[config.mk]
export PLATFORM = sky130hd
export DESIGN_NAME = brake_seq
export DESIGN_NICKNAME = d
export VERILOG_FILES = /design/src/brake_seq_pkg.sv /design/src/tick_gen.sv /design/src/delay_timer.sv /design/src/brake_seq.sv
export VERILOG_INCLUDE_DIRS = /design/src /design/src/src
export SDC_FILE = /design/constraint.sdc
export NUM_CORES = 1
export LEC_CHECK = 0
export BUFFER_PORTS_ARGS = -buffer_cell sky130_fd_sc_hd__buf_4
export CORE_MARGIN = 8
export CORE_UTILIZATION = 58
export CTS_CLUSTER_DIAMETER = 80
export DETAILED_ROUTE_END_ITERATION = 10
export GPL_ROUTABILITY_DRIVEN = 0
export PLACE_DENSITY = 0.82
export SLEW_MARGIN = 30
export SYNTH_ARGS = -nofsm -noshare
export SYNTH_HDL_FRONTEND = slang
export SYNTH_SLANG_ARGS = --single-unit
[constraint.sdc]
create_clock -name sys_clk -period 12.44 [get_ports sys_clk]
set_input_delay 2.488 -clock sys_clk [delete_from_list [all_inputs] [get_ports sys_clk]]
set_output_delay 2.488 -clock sys_clk [all_outputs]
set_load 0.03 [all_outputs]
[src/brake_seq_map.svh]
// register offsets, field limits, codes and timing constants of the brake sequencer
`ifndef BRAKE_SEQ_MAP_SVH
`define BRAKE_SEQ_MAP_SVH

// ----------------------------------------------------------------
// register byte offsets
// ----------------------------------------------------------------
`define OFF_CMD     8'h00
`define OFF_DEXC    8'h04
`define OFF_THR     8'h08
`define OFF_WAIT    8'h0c
`define OFF_MODE    8'h10
`define OFF_MAXSPD  8'h14
`define OFF_STATUS  8'h18

// ----------------------------------------------------------------
// register select codes
// ----------------------------------------------------------------
`define SEL_CMD     3'h0
`define SEL_DEXC    3'h1
`define SEL_THR     3'h2
`define SEL_WAIT    3'h3
`define SEL_MODE    3'h4
`define SEL_MAXSPD  3'h5
`define SEL_STATUS  3'h6
`define SEL_NONE    3'h7

// ----------------------------------------------------------------
// host command codes
// ----------------------------------------------------------------
`define CMD_SERVO_ON   8'h31
`define CMD_SERVO_OFF  8'h32

// ----------------------------------------------------------------
// setting limits and reset values
// ----------------------------------------------------------------
`define DEXC_RST    32'h0000_0000
`define DEXC_MAX    32'h0000_0032
`define THR_RST     32'h0000_0064
`define THR_MAX     32'h0000_2710
`define WAIT_RST    32'h0000_0032
`define WAIT_MIN    32'h0000_000a
`define WAIT_MAX    32'h0000_0064
`define MAXSPD_RST  32'h0000_1770
`define STILL_RPM   16'h0014
`define MODE_ZERO   0

// ----------------------------------------------------------------
// status word bit positions
// ----------------------------------------------------------------
`define ST_STATE_LO 0
`define ST_STATE_HI 2
`define ST_BRK      3
`define ST_EXC      4
`define ST_ZERO     5
`define ST_STILL    6
`define ST_ALARM    7

// ----------------------------------------------------------------
// bus responses and timing
// ----------------------------------------------------------------
`define RESP_OKAY    2'b00
`define RESP_SLVERR  2'b10
`define TICK_PERIOD_NS 10000000
`define CLK_PERIOD_NS  10

`endif

[src/brake_seq_pkg.sv]
// types shared by the brake sequencer files
package brake_seq_pkg;

   // ----------------------------------------------------------------
   // sequencer states
   // ----------------------------------------------------------------
   typedef enum logic [2:0] {
      ST_OFF        = 3'b000,
      ST_RUN        = 3'b001,
      ST_STOP_DELAY = 3'b010,
      ST_ROT_COAST  = 3'b011,
      ST_ZERO_DECEL = 3'b100
   } st_e;

   // ----------------------------------------------------------------
   // axi4-lite request and response bundles
   // ----------------------------------------------------------------
   typedef struct packed {
      logic [7:0] awaddr;
      logic awvalid;
      logic [31:0] wdata;
      logic [3:0] wstrb;
      logic wvalid;
      logic bready;
      logic [7:0] araddr;
      logic arvalid;
      logic rready;
   } axi_req_s;

   typedef struct packed {
      logic awready;
      logic wready;
      logic [1:0] bresp;
      logic bvalid;
      logic arready;
      logic [31:0] rdata;
      logic [1:0] rresp;
      logic rvalid;
   } axi_rsp_s;

   // ----------------------------------------------------------------
   // software settings
   // ----------------------------------------------------------------
   typedef struct packed {
      logic [5:0] dexc;
      logic [15:0] thr;
      logic [6:0] wait_t;
      logic zero_sel;
      logic [15:0] max_spd;
   } cfg_s;

endpackage

[src/tick_gen.sv]
// restartable 10 ms time base
`timescale 1ns/1ps
module tick_gen #(
   parameter int TICK_CYCLES = 1000000
) (
   // clock and reset
   input wire logic sys_clk,
   input wire logic sys_rst,
   // control and tick
   input wire logic restart,
   output logic tick
);
   localparam int CNT_W = (TICK_CYCLES > 1) ? $clog2(TICK_CYCLES) : 1;
   localparam logic [CNT_W-1:0] LAST = CNT_W'(TICK_CYCLES - 1);

   logic [CNT_W-1:0] cnt;

   // count one base period, pulse at its end, realign on restart
   always_ff @(posedge sys_clk or posedge sys_rst) begin
      if (sys_rst) begin
         cnt <= '0;
         tick <= 1'b0;
      end else if (restart) begin
         cnt <= '0;
         tick <= 1'b0;
      end else if (cnt == LAST) begin
         cnt <= '0;
         tick <= 1'b1;
      end else begin
         cnt <= cnt + 1'b1;
         tick <= 1'b0;
      end
   end
endmodule

[src/delay_timer.sv]
// countdown of whole time-base ticks with a sticky expiry flag
`timescale 1ns/1ps
module delay_timer #(
   parameter int CNT_W = 7
) (
   // clock and reset
   input wire logic sys_clk,
   input wire logic sys_rst,
   // control
   input wire logic start,
   input wire logic [CNT_W-1:0] load,
   input wire logic tick,
   // result
   output logic expired
);
   logic [CNT_W-1:0] count;
   logic running;

   // load on start, count ticks down, flag when zero is reached
   always_ff @(posedge sys_clk or posedge sys_rst) begin
      if (sys_rst) begin
         count <= '0;
         running <= 1'b0;
         expired <= 1'b0;
      end else if (start) begin
         count <= load;
         running <= 1'b1;
         expired <= 1'b0;
      end else if (running) begin
         if (count == '0) begin
            running <= 1'b0;
            expired <= 1'b1;
         end else if (tick) begin
            count <= count - 1'b1;
         end
      end
   end
endmodule

[src/brake_seq.sv]
// holding brake timing sequencer with axi4-lite settings
//
// Behaviour
// - a servo-off command at standstill engages the brake output at once.
// - standstill servo-off keeps excitation 0..50 x 10 ms, default 0.
// - only a stopped motor uses that delay; rotation uses speed and wait.
// - an alarm during rotation, unless it is a zero-speed class-2 stop, is a rotating stop: coast, then brake on speed or wait.
// - rotating stop: brake once speed is below 0..10000 rpm, default 100.
// - rotating stop: also brake after a 10..100 x 10 ms wait, default 50.
// - a threshold above the motor maximum speed is cut to that maximum.
// - zero-speed class-2 stop: decelerate first, then standstill delay.
`timescale 1ns/1ps
`include "brake_seq_map.svh"
module brake_seq
   import brake_seq_pkg::*;
#(
   parameter int TICK_CYCLES = `TICK_PERIOD_NS / `CLK_PERIOD_NS
) (
   // clock and reset
   input wire logic sys_clk,
   input wire logic sys_rst,
   // register bus
   input wire axi_req_s axi_req,
   output axi_rsp_s axi_rsp,
   // motor drive side
   input wire logic [15:0] motor_speed,
   input wire logic alarm_stop,
   input wire logic alarm_class2,
   output logic brake_release,
   output logic excite,
   output logic zero_speed_cmd
);

   // ----------------------------------------------------------------
   // helper functions
   // ----------------------------------------------------------------
   // map a byte address onto a register select code
   function automatic logic [2:0] reg_sel(input logic [7:0] a);
      case (a)
         `OFF_CMD: reg_sel = `SEL_CMD;
         `OFF_DEXC: reg_sel = `SEL_DEXC;
         `OFF_THR: reg_sel = `SEL_THR;
         `OFF_WAIT: reg_sel = `SEL_WAIT;
         `OFF_MODE: reg_sel = `SEL_MODE;
         `OFF_MAXSPD: reg_sel = `SEL_MAXSPD;
         `OFF_STATUS: reg_sel = `SEL_STATUS;
         default: reg_sel = `SEL_NONE;
      endcase
   endfunction

   // apply byte enables of a write onto an old word
   function automatic logic [31:0] merge(input logic [31:0] old,
                                         input logic [31:0] wd,
                                         input logic [3:0] strb);
      for (int i = 0; i < 4; i++) begin
         merge[i*8 +: 8] = strb[i] ? wd[i*8 +: 8] : old[i*8 +: 8];
      end
   endfunction

   // hold a written value inside its setting range
   function automatic logic [31:0] clamp(input logic [31:0] v,
                                         input logic [31:0] lo,
                                         input logic [31:0] hi);
      clamp = (v < lo) ? lo : ((v > hi) ? hi : v);
   endfunction

   // ----------------------------------------------------------------
   // declarations
   // ----------------------------------------------------------------
   cfg_s cfg;
   st_e state, next_state;
   logic [7:0] aw_addr, last_cmd;
   logic [31:0] w_data;
   logic [3:0] w_strb;
   logic [2:0] wsel, rsel;
   logic wr_fire, cmd_off, cmd_on;
   logic standstill, zero_stop, stop_hit;
   logic [15:0] eff_thr;
   logic tmr_start, tmr_expired, tick;
   logic [6:0] tmr_load;
   logic [31:0] status_word;

   // ----------------------------------------------------------------
   // axi4-lite write channel
   // ----------------------------------------------------------------
   assign wsel = reg_sel(aw_addr);
   assign wr_fire = !axi_rsp.awready && !axi_rsp.wready && !axi_rsp.bvalid;

   // take address and data in either order, answer once both are held
   always_ff @(posedge sys_clk or posedge sys_rst) begin
      if (sys_rst) begin
         axi_rsp.awready <= 1'b1;
         axi_rsp.wready <= 1'b1;
         axi_rsp.bvalid <= 1'b0;
         axi_rsp.bresp <= `RESP_OKAY;
         aw_addr <= 8'h00;
         w_data <= 32'h0000_0000;
         w_strb <= 4'h0;
      end else begin
         if (axi_req.awvalid && axi_rsp.awready) begin
            aw_addr <= axi_req.awaddr;
            axi_rsp.awready <= 1'b0;
         end
         if (axi_req.wvalid && axi_rsp.wready) begin
            w_data <= axi_req.wdata;
            w_strb <= axi_req.wstrb;
            axi_rsp.wready <= 1'b0;
         end
         if (wr_fire) begin
            axi_rsp.bvalid <= 1'b1;
            axi_rsp.bresp <= (wsel == `SEL_NONE) ? `RESP_SLVERR : `RESP_OKAY;
         end else if (axi_rsp.bvalid && axi_req.bready) begin
            axi_rsp.bvalid <= 1'b0;
            axi_rsp.awready <= 1'b1;
            axi_rsp.wready <= 1'b1;
         end
      end
   end

   // settings take effect on the write itself, no restart needed
   always_ff @(posedge sys_clk or posedge sys_rst) begin
      if (sys_rst) begin
         cfg.dexc <= 6'(`DEXC_RST);
         cfg.thr <= 16'(`THR_RST);
         cfg.wait_t <= 7'(`WAIT_RST);
         cfg.zero_sel <= 1'b0;
         cfg.max_spd <= 16'(`MAXSPD_RST);
      end else if (wr_fire) begin
         case (wsel)
            `SEL_DEXC: cfg.dexc <= 6'(clamp(merge({26'h0, cfg.dexc},
               w_data, w_strb), `DEXC_RST, `DEXC_MAX));
            `SEL_THR: cfg.thr <= 16'(clamp(merge({16'h0, cfg.thr},
               w_data, w_strb), 32'h0, `THR_MAX));
            `SEL_WAIT: cfg.wait_t <= 7'(clamp(merge({25'h0, cfg.wait_t},
               w_data, w_strb), `WAIT_MIN, `WAIT_MAX));
            `SEL_MODE: if (w_strb[0]) cfg.zero_sel <= w_data[`MODE_ZERO];
            `SEL_MAXSPD: cfg.max_spd <= 16'(merge({16'h0, cfg.max_spd},
               w_data, w_strb));
            default: ;
         endcase
      end
   end

   // host commands become one-cycle pulses for the sequencer
   always_ff @(posedge sys_clk or posedge sys_rst) begin
      if (sys_rst) begin
         last_cmd <= 8'h00;
         cmd_off <= 1'b0;
         cmd_on <= 1'b0;
      end else begin
         cmd_off <= 1'b0;
         cmd_on <= 1'b0;
         if (wr_fire && wsel == `SEL_CMD && w_strb[0]) begin
            last_cmd <= w_data[7:0];
            cmd_off <= (w_data[7:0] == `CMD_SERVO_OFF);
            cmd_on <= (w_data[7:0] == `CMD_SERVO_ON);
         end
      end
   end

   // ----------------------------------------------------------------
   // axi4-lite read channel
   // ----------------------------------------------------------------
   assign rsel = reg_sel(axi_req.araddr);

   // status word gathers the live sequencer state
   always_comb begin
      status_word = 32'h0000_0000;
      status_word[`ST_STATE_HI:`ST_STATE_LO] = state;
      status_word[`ST_BRK] = brake_release;
      status_word[`ST_EXC] = excite;
      status_word[`ST_ZERO] = zero_speed_cmd;
      status_word[`ST_STILL] = standstill;
      status_word[`ST_ALARM] = alarm_stop;
   end

   // answer a read one cycle after the address is taken
   always_ff @(posedge sys_clk or posedge sys_rst) begin
      if (sys_rst) begin
         axi_rsp.arready <= 1'b1;
         axi_rsp.rvalid <= 1'b0;
         axi_rsp.rdata <= 32'h0000_0000;
         axi_rsp.rresp <= `RESP_OKAY;
      end else if (axi_req.arvalid && axi_rsp.arready) begin
         axi_rsp.arready <= 1'b0;
         axi_rsp.rvalid <= 1'b1;
         axi_rsp.rresp <= (rsel == `SEL_NONE) ? `RESP_SLVERR : `RESP_OKAY;
         case (rsel)
            `SEL_CMD: axi_rsp.rdata <= {24'h0, last_cmd};
            `SEL_DEXC: axi_rsp.rdata <= {26'h0, cfg.dexc};
            `SEL_THR: axi_rsp.rdata <= {16'h0, cfg.thr};
            `SEL_WAIT: axi_rsp.rdata <= {25'h0, cfg.wait_t};
            `SEL_MODE: axi_rsp.rdata <= {31'h0, cfg.zero_sel};
            `SEL_MAXSPD: axi_rsp.rdata <= {16'h0, cfg.max_spd};
            `SEL_STATUS: axi_rsp.rdata <= status_word;
            default: axi_rsp.rdata <= 32'h0000_0000;
         endcase
      end else if (axi_rsp.rvalid && axi_req.rready) begin
         axi_rsp.rvalid <= 1'b0;
         axi_rsp.arready <= 1'b1;
      end
   end

   // ----------------------------------------------------------------
   // motion conditions
   // ----------------------------------------------------------------
   assign standstill = (motor_speed < `STILL_RPM);
   assign eff_thr = (cfg.thr > cfg.max_spd) ? cfg.max_spd : cfg.thr;
   assign zero_stop = alarm_stop && alarm_class2 && cfg.zero_sel;
   assign stop_hit = (motor_speed < eff_thr) || tmr_expired;

   // ----------------------------------------------------------------
   // sequencer
   // ----------------------------------------------------------------
   always_comb begin
      next_state = state;
      case (state)
         ST_OFF: if (cmd_on && !alarm_stop) next_state = ST_RUN;
         ST_RUN: begin
            if (zero_stop) begin
               next_state = ST_ZERO_DECEL;
            end else if (alarm_stop) begin
               next_state = standstill ? ST_OFF : ST_ROT_COAST;
            end else if (cmd_off) begin
               next_state = standstill ? ST_STOP_DELAY
                                       : ST_ROT_COAST;
            end
         end
         ST_STOP_DELAY: if ((alarm_stop && !zero_stop) || tmr_expired)
            next_state = ST_OFF;
         ST_ROT_COAST: if (stop_hit) next_state = ST_OFF;
         ST_ZERO_DECEL: if (standstill)
            next_state = ST_STOP_DELAY;
         default: next_state = ST_OFF;
      endcase
   end

   // delay and wait settings are sampled when a timed phase starts
   assign tmr_start = (next_state != state) &&
      (next_state == ST_STOP_DELAY || next_state == ST_ROT_COAST);
   assign tmr_load = (next_state == ST_STOP_DELAY) ? {1'b0, cfg.dexc}
                                                   : cfg.wait_t;

   // state register
   always_ff @(posedge sys_clk or posedge sys_rst) begin
      if (sys_rst) begin
         state <= ST_OFF;
      end else begin
         state <= next_state;
      end
   end

   // drive outputs from the state being entered
   always_ff @(posedge sys_clk or posedge sys_rst) begin
      if (sys_rst) begin
         brake_release <= 1'b0;
         excite <= 1'b0;
         zero_speed_cmd <= 1'b0;
      end else begin
         brake_release <= (next_state == ST_RUN) ||
            (next_state == ST_ROT_COAST) ||
            (next_state == ST_ZERO_DECEL);
         excite <= (next_state == ST_RUN) ||
            (next_state == ST_STOP_DELAY) ||
            (next_state == ST_ZERO_DECEL);
         zero_speed_cmd <= (next_state == ST_ZERO_DECEL);
      end
   end

   // ----------------------------------------------------------------
   // time base and phase timer
   // ----------------------------------------------------------------
   tick_gen #(.TICK_CYCLES(TICK_CYCLES)) u_tick (
      .sys_clk(sys_clk), .sys_rst(sys_rst),
      .restart(tmr_start), .tick(tick)
   );

   delay_timer #(.CNT_W(7)) u_timer (
      .sys_clk(sys_clk), .sys_rst(sys_rst),
      .start(tmr_start), .load(tmr_load),
      .tick(tick), .expired(tmr_expired)
   );
endmodule

==> flow_metrics.env, run 1 <==
export IMPL_crit_buf_inv=1
export IMPL_final_setup_skew_ns=0.00823
export IMPL_synthCells=820
export IMPL_io_buffers=102
export IMPL_max_clock_freq_mhz=193
export IMPL_placed_cells=1078
export IMPL_power_density_nw_per_um2=180
export IMPL_relSlewSlack_pct=42.5
export IMPL_fin_setup_tns_ns=0
export IMPL_ys_seq_area_share_pct=47.3
export IMPL_startpoint_type="flop"
export IMPL_cts_resized=0
export IMPL_cts_hold_buffers_added=0
export IMPL_critPathTopFamily="compound AO/OA/AOI/OAI gates"
export IMPL_path_clk_slew_ns=0.06
export IMPL_stdcell_count=1110
export IMPL_synth_cell_types=75
export IMPL_period_minus_slack_ns=5.19
export IMPL_setup_viol=0
export IMPL_cp_data_required_time_ns=12.73
export IMPL_die_x_um=137
export IMPL_min_period_over_period_pct=41.7
export IMPL_final_common_cell="dfrtp_1"
export IMPL_ys_flop_type="dfrtp_1"
export IMPL_leakage_nw=4.41
export IMPL_areaGrowthSynthToFinish_pct=16.7
export IMPL_worst_hold_path_type="flop to flop"
export IMPL_hold_violations=0
export IMPL_final_cell_mix="dfrtp_1 (143), buf_4 (105), mux2_2 (71)"
export IMPL_grt_overflow=0
export IMPL_ff_latch_area_um2=4000
export IMPL_synth_area_um2=8460
export IMPL_reg2reg_slack_ns=7.25
export IMPL_worstSetupPathType="flop to flop"
export IMPL_rsz0062_at_grt="false"
export IMPL_multiInputGateArea_um2=4100
export IMPL_cpPeakStageDelay_ns=0.66
export IMPL_final_area_um2=9880
export IMPL_clock_latency_ns=0.43
export IMPL_grt_pass1_vias=6824
export IMPL_arrival_ns=5.48
export IMPL_async_flop_share_pct=100
export IMPL_final_antenna_net_count=0
export IMPL_start_util_pct=58.9
export IMPL_ys_ff_latch=159
export IMPL_syn_avg_cell_area_um2=10.3
export IMPL_maxSlewViolCount=0
export IMPL_place_hpwl_um=15100
export IMPL_cap_violations=0
export IMPL_clockRootBuffer="clkbuf_16"
export IMPL_outcome="complete, no violations"
export IMPL_cts_num_sinks=159
export IMPL_die_y_um=137
export IMPL_grt_max_degree=89
export IMPL_dieArea_um2=18700
export IMPL_dr_first_iter_drc_count=659
export IMPL_cts_buffers=17
export IMPL_drt_wl_total_um=20600
export IMPL_rows=44
export IMPL_yosys_warnings=0
export IMPL_drc_errors=0
export IMPL_cts_htree_levels=4
export IMPL_antenna_found_initial=0
export IMPL_vias=6778
export IMPL_post_cts_setup_buffer_count=0
export IMPL_placed_area_um2=9290
export IMPL_first_pass_iters=5
export IMPL_crit_path_max_fanout=30
export IMPL_grt_pass1_wl_um=33800
export IMPL_drive_gt1_share_pct=26.3
export IMPL_end_kind="flop"
export IMPL_wl_per_cell_um=18.6
export IMPL_cts_tree="built"
export IMPL_fin_nets=1024
export IMPL_antenna_cells=0
export IMPL_worst_pin_slew_ns=0.862
export IMPL_track_usage_pct=22.9
export IMPL_crit_slowest_cell="a2111oi_1"
export IMPL_ios=121
export IMPL_fillers=1072
export IMPL_via_per_inst=6.11
export IMPL_synth_edf_count=0
export IMPL_vdd_ir_drop_max_mv=0.147
export IMPL_core_area_um2=14400
export IMPL_cts_buffer_depth=2
export IMPL_path_cells="inv_1, ha_1, a21o_1, nand3_1, a2111oi_1, nor3_1, or2_2, nor2_1, a21oi_1, ha_1, a211oi_1, o21ai_1, a221o_1, or4_4, nor3_2, a21oi_2, o21ai_4, nor2_1"
-- flip-flops by register name, indices dropped and copies added (netlist names) --
| register | flops |
|---|---|
| cmd_on | 1 |
| aw_addr | 8 |
| cmd_off | 1 |
| last_cmd | 8 |
| cfg | 46 |
| brake_release | 1 |
| state | 3 |
| w_strb | 4 |
| axi_rsp | 23 |
| u_timer.expired | 1 |
| u_tick.cnt | 20 |
| u_timer.running | 1 |
| zero_speed_cmd | 1 |
| u_tick.tick | 1 |
| excite | 1 |
| u_timer.count | 7 |
| w_data | 32 |
-- report_power, final --
| group | internal [mW] | switching, mW | total [mW] |
|---|---|---|---|
| clock | 0.300 | 0.221 | 0.521 |
| combinational | 0.206 | 0.274 | 0.480 |
| sequential | 0.630 | 0.145 | 0.775 |
-- cells by family (layout without fill, tap and decap cells) --
family	after synthesis	after routing	synth area share, %
flops	159	159	47.3
other cells	1	18	0.0443
xor+xnor	24	24	2.48
fa+ha+maj	34	34	5.03
compound gates	187	187	15.0
simple gates	239	239	14.3
buf+inv	93	182	5.06
mux	83	83	10.9
-- per-layer routing --
| layer | track usage (%) | vias up | wire length (µm) |
|---|---|---|---|
| met5 | 0 | - | 0 |
| li1 | - | 3126 | - |
| met3 | 7.42 | 47 | 2040 |
| met2 | 34.7 | 308 | 9290 |
| met4 | 9.05 | 0 | 483 |
| met1 | 30.0 | 3297 | 8820 |
-- synthesized netlist by cell type (3+ instances only) --
cell type | number | area share [%]
nor2_1 | 70 | 3.1
nand2_1 | 51 | 2.3
inv_1 | 45 | 2.0
xor2_1 | 11 | 1.1
nor4_1 | 16 | 1.2
a211oi_1 | 6 | 0.53
a22oi_1 | 19 | 1.7
a21boi_0 | 3 | 0.27
o21ai_0 | 40 | 2.4
o31ai_1 | 3 | 0.27
ha_1 | 34 | 5.0
clkbuf_1 | 27 | 1.2
and3_1 | 9 | 0.67
buf_4 | 19 | 1.7
a22o_1 | 13 | 1.3
o21ai_1 | 3 | 0.18
o22ai_1 | 6 | 0.44
or4_4 | 3 | 0.40
nor3_1 | 23 | 1.4
o22a_1 | 3 | 0.31
mux2i_1 | 12 | 1.4
nor2b_1 | 6 | 0.44
a21o_1 | 13 | 1.2
a31oi_1 | 5 | 0.37
dfstp_2 | 16 | 5.0
and4_1 | 3 | 0.31
mux2_2 | 71 | 9.5
xnor2_1 | 13 | 1.3
or3_1 | 3 | 0.22
nand4_1 | 11 | 0.81
nand3_1 | 24 | 1.4
dfrtp_1 | 143 | 42
a21oi_1 | 44 | 2.6
-- final cells by class --
type	instances	area share, %
clock buffer	19	4.38
clock inverter	13	1.57
inverter	45	1.76
multi-input combinational	585	41.5
sequential	159	40.5
tap	184	2.33
timing repair buffer	105	7.98
-- path summary, 6_finish.rpt --
kind | startpoint | end | cells past startpoint
worst min register to register | last_cmd[1] | last_cmd[1] | 2
max in group asynchronous | sys_rst | last_cmd[1] | 3
worst min-delay path | last_cmd[1] | last_cmd[1] | 2
worst max-delay path | cfg[5] | u_tick.cnt[17] | 18
worst max register to register | cfg[5] | u_tick.cnt[17] | 18
min in group asynchronous | sys_rst | aw_addr[5] | 2
-- worst min-delay path, delay by kind of cell, from the launching register on --
kind / cells / cell delay [ns]
compound gates: 1 / 0.06
flops: 1 / 0.34
simple gates: 1 / 0.04
-- per-stage QoR --
stage | total power [mW] | setup slack, ns | hold WS (ns) | util, %
floorplan | 1.11 | 5.69 | 0.444 | -
global placement | 1.23 | 7.35 | 0.459 | 64.6
detailed placement | 1.25 | 7.34 | 0.466 | 64.6
CTS | 1.78 | 7.31 | 0.480 | 68.7
global route | 1.87 | 6.79 | 0.495 | 68.7
finish | 1.78 | 7.25 | 0.478 | 68.7
(Power assumes the default switching activity.)
==> run 2, diff against run 1 <==
Settings changed: ABC_AREA from default to 1, PLACE_DENSITY 0.82 to 0.81.
Clock period 12.44 ns to 5.03 ns, I/O delays scaled along.
==> run 2 against run 1 <==
  * Wire length increased by 6.0%
  * Hold slack improved by 0.0077 ns
  * Sequential share of layout area decreased by 1.2 points
  * Die area increased by 2.8%
  * Sequential cell count unchanged
  * Total power increased to 3.1 times the previous value
  * Sequential power increased by 150%
  * Highest routed layer unchanged
  * Synthesized cell count increased by 29%
  * Critical path type unchanged
==> flow_metrics.env, run 2 <==
export IMPL_outcome="complete, no violations"
export IMPL_grt_max_degree=114
export IMPL_final_common_cell="nand2_1"
export IMPL_ios=121
export IMPL_cts_hold_buffers_added=0
export IMPL_antenna_found_initial=0
export IMPL_ys_flop_type="dfrtp_1"
export IMPL_cts_buffers=17
export IMPL_rows=45
export IMPL_largest_reg_flops=46
export IMPL_cts_htree_levels=4
export IMPL_io_buffers=102
export IMPL_ys_ff_latch=159
export IMPL_maxSlewViolCount=0
export IMPL_synth_most_common_cell="nand2_1"
export IMPL_arrival_ns=3.84
export IMPL_relSlewSlack_pct=48.4
export IMPL_dr_first_iter_drc_count=623
export IMPL_period_minus_slack_ns=3.54
export IMPL_rsz0062_at_grt="false"
export IMPL_hold_violations=0
export IMPL_vias=7593
export IMPL_yosys_warnings=0
export IMPL_reg_top3="cfg x46, w_data x32, axi_rsp x23"
export IMPL_synthCells=1060
export IMPL_leakage_nw=4.93
export IMPL_areaGrowthSynthToFinish_pct=16.6
export IMPL_switching_share_pct=41.7
export IMPL_core_area_um2=15000
export IMPL_grt_overflow=0
export IMPL_power_density_nw_per_um2=540
export IMPL_startpoint_type="flop"
export IMPL_stdcell_count=1357
export IMPL_synth_edf_count=0
export IMPL_crit_path_max_fanout=31
export IMPL_worst_hold_path_type="flop to flop"
export IMPL_end_kind="flop"
export IMPL_worstSetupPathType="flop to flop"
export IMPL_synthMuxAreaShare_pct=2.97
export IMPL_min_period_over_period_pct=70.4
export IMPL_drive_gt1_share_pct=17.5
export IMPL_cts_resized=0
export IMPL_power_switching_mw=2.29
export IMPL_syn_avg_cell_area_um2=8.23
export IMPL_final_util_pct=67.9
export IMPL_cap_violations=0
export IMPL_yosys_area_share_simple_pct=21.1
export IMPL_combPwrFrac_pct=42.6
export IMPL_vdd_ir_drop_max_mv=0.389
export IMPL_cts_buffer_depth=2
export IMPL_worst_pin_slew_ns=0.768
export IMPL_fin_nets=1267
export IMPL_synth_area_top_cells="dfrtp_1 (41%), nand2_1 (8.2%), inv_1 (6.5%)"
export IMPL_clkPwrFrac_pct=22.6
export IMPL_async_flop_share_pct=100
export IMPL_drc_errors=0
export IMPL_synth_top_area_share_pct=41.0
export IMPL_antenna_cells=0
export IMPL_die_x_um=139
export IMPL_synth_fa_ha_area_share_pct=4.88
export IMPL_clock_latency_ns=0.43
export IMPL_first_pass_iters=5
export IMPL_cts_num_sinks=159
export IMPL_final_antenna_net_count=0
export IMPL_track_usage_pct=22.9
export IMPL_synth_compound_area_share_pct=14.6
export IMPL_post_cts_setup_buffer_count=0
export IMPL_synth_area_um2=8720
export IMPL_synth_common_cells="nand2_1 (190), inv_1 (152), dfrtp_1 (143)"
export IMPL_cp_data_required_time_ns=5.33
export IMPL_placed_cells=1325
export IMPL_cell_internal_pwr_mw=3.20
export IMPL_drt_wl_total_um=21900
export IMPL_start_util_pct=58.2
export IMPL_cts_tree="built"
export IMPL_seqPwrFrac_pct=34.8
export IMPL_final_setup_skew_ns=0.00723
export IMPL_largest_register="cfg"
export IMPL_die_y_um=139
export IMPL_clockRootBuffer="clkbuf_16"
export IMPL_yosysTopAreaCell="dfrtp_1"
export IMPL_ys_seq_area_share_pct=45.8
export IMPL_dieArea_um2=19200
export IMPL_grt_pass1_vias=7326
export IMPL_path_clk_slew_ns=0.06
export IMPL_max_clock_freq_mhz=283
export IMPL_place_hpwl_um=16100
export IMPL_synth_cell_types=53
export IMPL_synth_top_family_by_area="simple AND/OR/NAND/NOR gates"
export IMPL_synth_xor_area_share_pct=1.00
export IMPL_final_cell_mix="nand2_1 (189), inv_1 (151), dfrtp_1 (143)"
export IMPL_fin_setup_tns_ns=0
export IMPL_setup_viol=0
export IMPL_wl_per_cell_um=16.1
export IMPL_via_per_inst=5.60
export IMPL_grt_pass1_wl_um=36100
## run 2: cell types whose count changed after synthesis, sizes merged, moves of 13 or more
cell | before | now
a22oi | 19 | 2
inv | 45 | 155
mux2 | 71 | 23
a22o | 13 | 0
a21oi | 45 | 81
o21ai | 46 | 69
nand2 | 51 | 197
clkbuf | 27 | 14
nor2 | 73 | 110
## run 2: stage by stage
stage,total power [mW],hold slack [ns],area (µm²),setup slack [ns]
after floorplan,3.68,0.444,8790,1.92
after global placement,4.14,0.465,9570,1.50
after detailed placement,4.22,0.474,9590,1.33
after CTS,5.49,0.489,10200,1.53
after global routing,5.89,0.510,10200,1.17
final,5.49,0.486,10200,1.49
## run 2: final cells by class
type                    count  area, µm²
clock inverters            11        109
multi-input cells         717       3970
clock buffers              21        460
well taps                 188        235
repair buffers            104        806
fillers                  1228       4800
flip-flops and latches    159       4000
inverters                 157        593
## run 2: kinds of logic (layout without fill, tap and decap cells)
group | count (synthesis) | in the layout
DFF | 159 | 159
xor gates and xnor gates | 10 | 10
muxes | 23 | 23
adders and majority gates | 34 | 34
AOI/OAI and AO/OA | 218 | 218
buffers and inverters | 201 | 293
and+or+nand+nor | 414 | 414
other | 1 | 18
## run 2: worst max-delay path, stage by stage, from the launching register on
cell,delay (ns)
dfstp_2,0.54
inv_1,0.05
ha_1,0.30
nand2_1,0.07
nand2_1,0.04
nand3_1,0.06
nand2_1,0.05
a21oi_1,0.19
nand2_2,0.09
nand2_2,0.36
o21ai_0,0.15
ha_1,0.31
a21oi_1,0.13
nor2_1,0.05
a211oi_1,0.17
o221a_2,0.24
nand2_2,0.09
nand2_4,0.14
nand2_4,0.08
a21boi_0,0.20
o22ai_1,0.10
## run 2: layer usage
layer | up-vias | part of all wire (%) | global-route usage (%)
li1 | 3702 | - | -
met1 | 3545 | 46 | 31.6
met2 | 312 | 44 | 34.4
met3 | 34 | 8.3 | 5.85
met4 | 0 | 1.8 | 7.97
met5 | - | 0 | 0
## run 2: power groups by stage
stage,clock [mW],combinational (mW),sequential [mW]
finish,1.24,2.34,1.91
global route,1.31,2.63,1.96
CTS,1.26,2.33,1.90
detailed placement,0,2.30,1.92
global placement,0,2.23,1.90
floorplan,0,1.79,1.89
## run 2: path summary, 6_finish.rpt
kind	start	endpoint	slack, ns	cells after the start
worst max-delay path	cfg[9]	u_timer.count[6]	1.49	20
worst min-delay path	axi_rsp[5]	axi_rsp[5]	0.49	2
worst max register to register	cfg[9]	u_timer.count[6]	1.49	20
worst min register to register	axi_rsp[5]	axi_rsp[5]	0.49	2
max in group asynchronous	sys_rst	u_timer.count[2]	3.56	3
min in group asynchronous	sys_rst	w_data[27]	0.57	2
==> run 3, diff against run 2 <==
Settings changed: CORE_UTILIZATION 58 to 53, PLACE_DENSITY 0.81 to 0.78.
Clock period 5.03 ns to 3.22 ns, I/O delays scaled along.
==> run 3 against run 2 <==
  * The run now ends with setup timing left
  * Fmax rose by 4.8%
  * Cell area rose by 5.7%
  * Hold slack got worse by 0.30 ns
  * Total power rose by 79%
  * Clock power increased by 64%
  * Clock skew is 0.00055 ns higher
  * Core utilization decreased by 2.2 points
  * Final cell count up 5.7%
  * Count of clock-buffer cells in the layout decreased by 3
==> flow_metrics.env, run 3 (same netlist as run 2, synthesis figures left out) <==
export IMPL_fillers=1335
export IMPL_reg_top3="cfg x46, w_data x32, axi_rsp x23"
export IMPL_cell_internal_pwr_mw=5.71
export IMPL_crit_path_max_fanout=8
export IMPL_rows=47
export IMPL_place_hpwl_um=16900
export IMPL_maxSlewViolCount=0
export IMPL_timing_rr_start="cfg[9]"
export IMPL_worstSetupPathType="flop to flop"
export IMPL_cts_hold_buffers_added=0
export IMPL_wl_per_cell_um=16.2
export IMPL_timing_final_ws_setup_ns=-0.156
export IMPL_final_common_cell="nand2_1"
export IMPL_final_setup_skew_ns=0.00779
export IMPL_vdd_ir_drop_max_mv=0.559
export IMPL_drive_gt1_share_pct=23.1
export IMPL_placed_cells=1388
export IMPL_grt_max_degree=66
export IMPL_violations="setup timing"
export IMPL_critPathTopFamily="simple AND/OR/NAND/NOR gates"
export IMPL_stdcell_count=1434
export IMPL_cpPeakStageDelay_ns=0.54
export IMPL_final_antenna_net_count=0
export IMPL_grt_pass1_wl_um=36800
export IMPL_rsz0062_at_grt="true"
export IMPL_die_y_um=144
export IMPL_grt_overflow=0
export IMPL_start_util_pct=53.4
export IMPL_first_pass_iters=5
export IMPL_startpoint_type="flop"
export IMPL_cts_htree_levels=4
export IMPL_ios=121
export IMPL_power_density_nw_per_um2=912
export IMPL_cp_data_required_time_ns=3.58
export IMPL_largest_register="cfg"
export IMPL_dr_first_iter_drc_count=746
export IMPL_outcome="finished, violations left"
export IMPL_hold_violations=0
export IMPL_power_switching_mw=4.10
export IMPL_path_clk_slew_ns=0.06
export IMPL_crit_buf_inv=3
export IMPL_worst_pin_slew_ns=1.26
export IMPL_max_clock_freq_mhz=296
export IMPL_min_period_over_period_pct=105
export IMPL_cts_buffers=17
export IMPL_cts_tree="built"
export IMPL_clkPwrFrac_pct=20.7
export IMPL_arrival_ns=3.73
export IMPL_core_area_um2=16300
export IMPL_clockRootBuffer="clkbuf_16"
export IMPL_path_cells="inv_2, ha_4, nand4_1, nor3_4, buf_6, nand4_4, nand2_4, buf_6, nor2_1, a21oi_1, ha_1, nand2_1, nor2_1, a211oi_1, nand2_1, nand2_2, nand2_4, nand2_8, nand3_4, nand2_2, nand2_1, a21oi_2"
export IMPL_drc_errors=0
export IMPL_crit_slowest_cell="dfstp_2"
export IMPL_largest_reg_flops=46
export IMPL_seqPwrFrac_pct=30.2
export IMPL_drt_wl_total_um=23300
export IMPL_cts_num_sinks=159
export IMPL_via_per_inst=5.48
export IMPL_combPwrFrac_pct=49.1
export IMPL_io_buffers=102
export IMPL_fin_nets=1312
export IMPL_clock_latency_ns=0.43
export IMPL_relSlewSlack_pct=15.5
export IMPL_cts_buffer_depth=2
export IMPL_r2r_end="u_timer.count[0]"
export IMPL_cpMostUsedCell="nand2_1"
export IMPL_hold_ws_ns=0.181
export IMPL_end_kind="flop"
export IMPL_cap_violations=0
export IMPL_placed_area_um2=9860
export IMPL_switching_share_pct=41.8
export IMPL_final_area_um2=10800
export IMPL_reg2reg_slack_ns=-0.16
export IMPL_setup_viol=9
export IMPL_dieArea_um2=20800
export IMPL_antenna_found_initial=0
export IMPL_worst_hold_path_type="primary input to async pin"
export IMPL_areaGrowthSynthToFinish_pct=23.3
export IMPL_leakage_nw=5.20
export IMPL_antenna_cells=0
export IMPL_die_x_um=144
export IMPL_period_minus_slack_ns=3.38
export IMPL_track_usage_pct=22.6
export IMPL_reg2reg_depth=22
export IMPL_vias=7860
export IMPL_grt_pass1_vias=7517
export IMPL_final_cell_mix="nand2_1 (181), inv_1 (146), dfrtp_1 (143)"
## run 3: changes by cell type in the layout (fill, tap and decap cells not counted), moves of 6 or more
cell and delta:
ha_1 -6, a21oi_2 +6, a21oi_1 -6, nand2_2 +8, nand2_1 -8, buf_4 +38
## run 3: cell type report
cell class / count / area, µm² / share of cell area, %
Tap cell: 220 / 275 / 2.56
Multi-Input combinational cell: 719 / 4140 / 38.5
Clock inverter: 14 / 156 / 1.45
Timing Repair Buffer: 147 / 1150 / 10.7
Inverter: 157 / 593 / 5.52
Clock buffer: 18 / 439 / 4.08
Sequential cell: 159 / 4000 / 37.2
## run 3: metal layers
metal  global-route usage (%)  up-vias  part of all wire, %
li1                         -     3808                    -
met1                     30.6     3616                   43
met2                     34.3      376                   44
met3                     6.17       60                  9.9
met4                     7.78        0                  2.5
met5                        0        -                    0
## run 3: worst max-delay path by stage
stage,from,endpoint,slack (ns),cells past startpoint
finish,cfg[9],u_timer.count[0],-0.16,22
global route,cfg[9],u_timer.count[3],-0.29,21
CTS,cfg[15],u_timer.count[3],0.0006,24
detailed placement,cfg[5],excite,-0.09,20
global placement,cfg[10],excite,-0.01,18
floorplan,cfg[5],u_timer.count[2],0.11,24
## run 3: power by group through the flow
stage	registers (mW)	logic, mW	clock network (mW)
after floorplan	2.95	2.80	0
after global placement	2.97	3.62	0
after detailed placement	2.98	3.76	0
after CTS	2.95	4.18	2.06
after global routing	3.04	5.28	2.14
final	2.96	4.82	2.03
## run 3: metrics by stage
step / utilization [%] / worst slack [ns] / setup TNS [ns] / power [mW]
after CTS: 64.8 / 0.000581 / 0 / 9.19
after detailed placement: 60.3 / -0.0878 / -0.555 / 6.74
after global placement: 60.3 / -0.0148 / -0.0148 / 6.59
after global routing: 65.8 / -0.293 / -2.23 / 10.5
after floorplan: - / 0.111 / 0 / 5.75
final: 65.8 / -0.156 / -0.825 / 9.81
## run 3: worst reg2reg max path: stages (launching register included)
cell,delay (ns)
dfstp_2,0.54
inv_2,0.05
ha_4,0.26
nand4_1,0.16
nor3_4,0.20
buf_6,0.13
nand4_4,0.10
nand2_4,0.12
buf_6,0.14
nor2_1,0.05
a21oi_1,0.15
ha_1,0.25
nand2_1,0.08
nor2_1,0.06
a211oi_1,0.18
nand2_1,0.10
nand2_2,0.09
nand2_4,0.09
nand2_8,0.11
nand3_4,0.13
nand2_2,0.11
nand2_1,0.07
a21oi_2,0.14
## run 3: what timing repair did
item,4_1_cts,5_1_grt
setup buffers,8,4
resized for setup,18,30
setup endpoints to repair,9,10
gates cloned,2,0
pin swaps,12,16
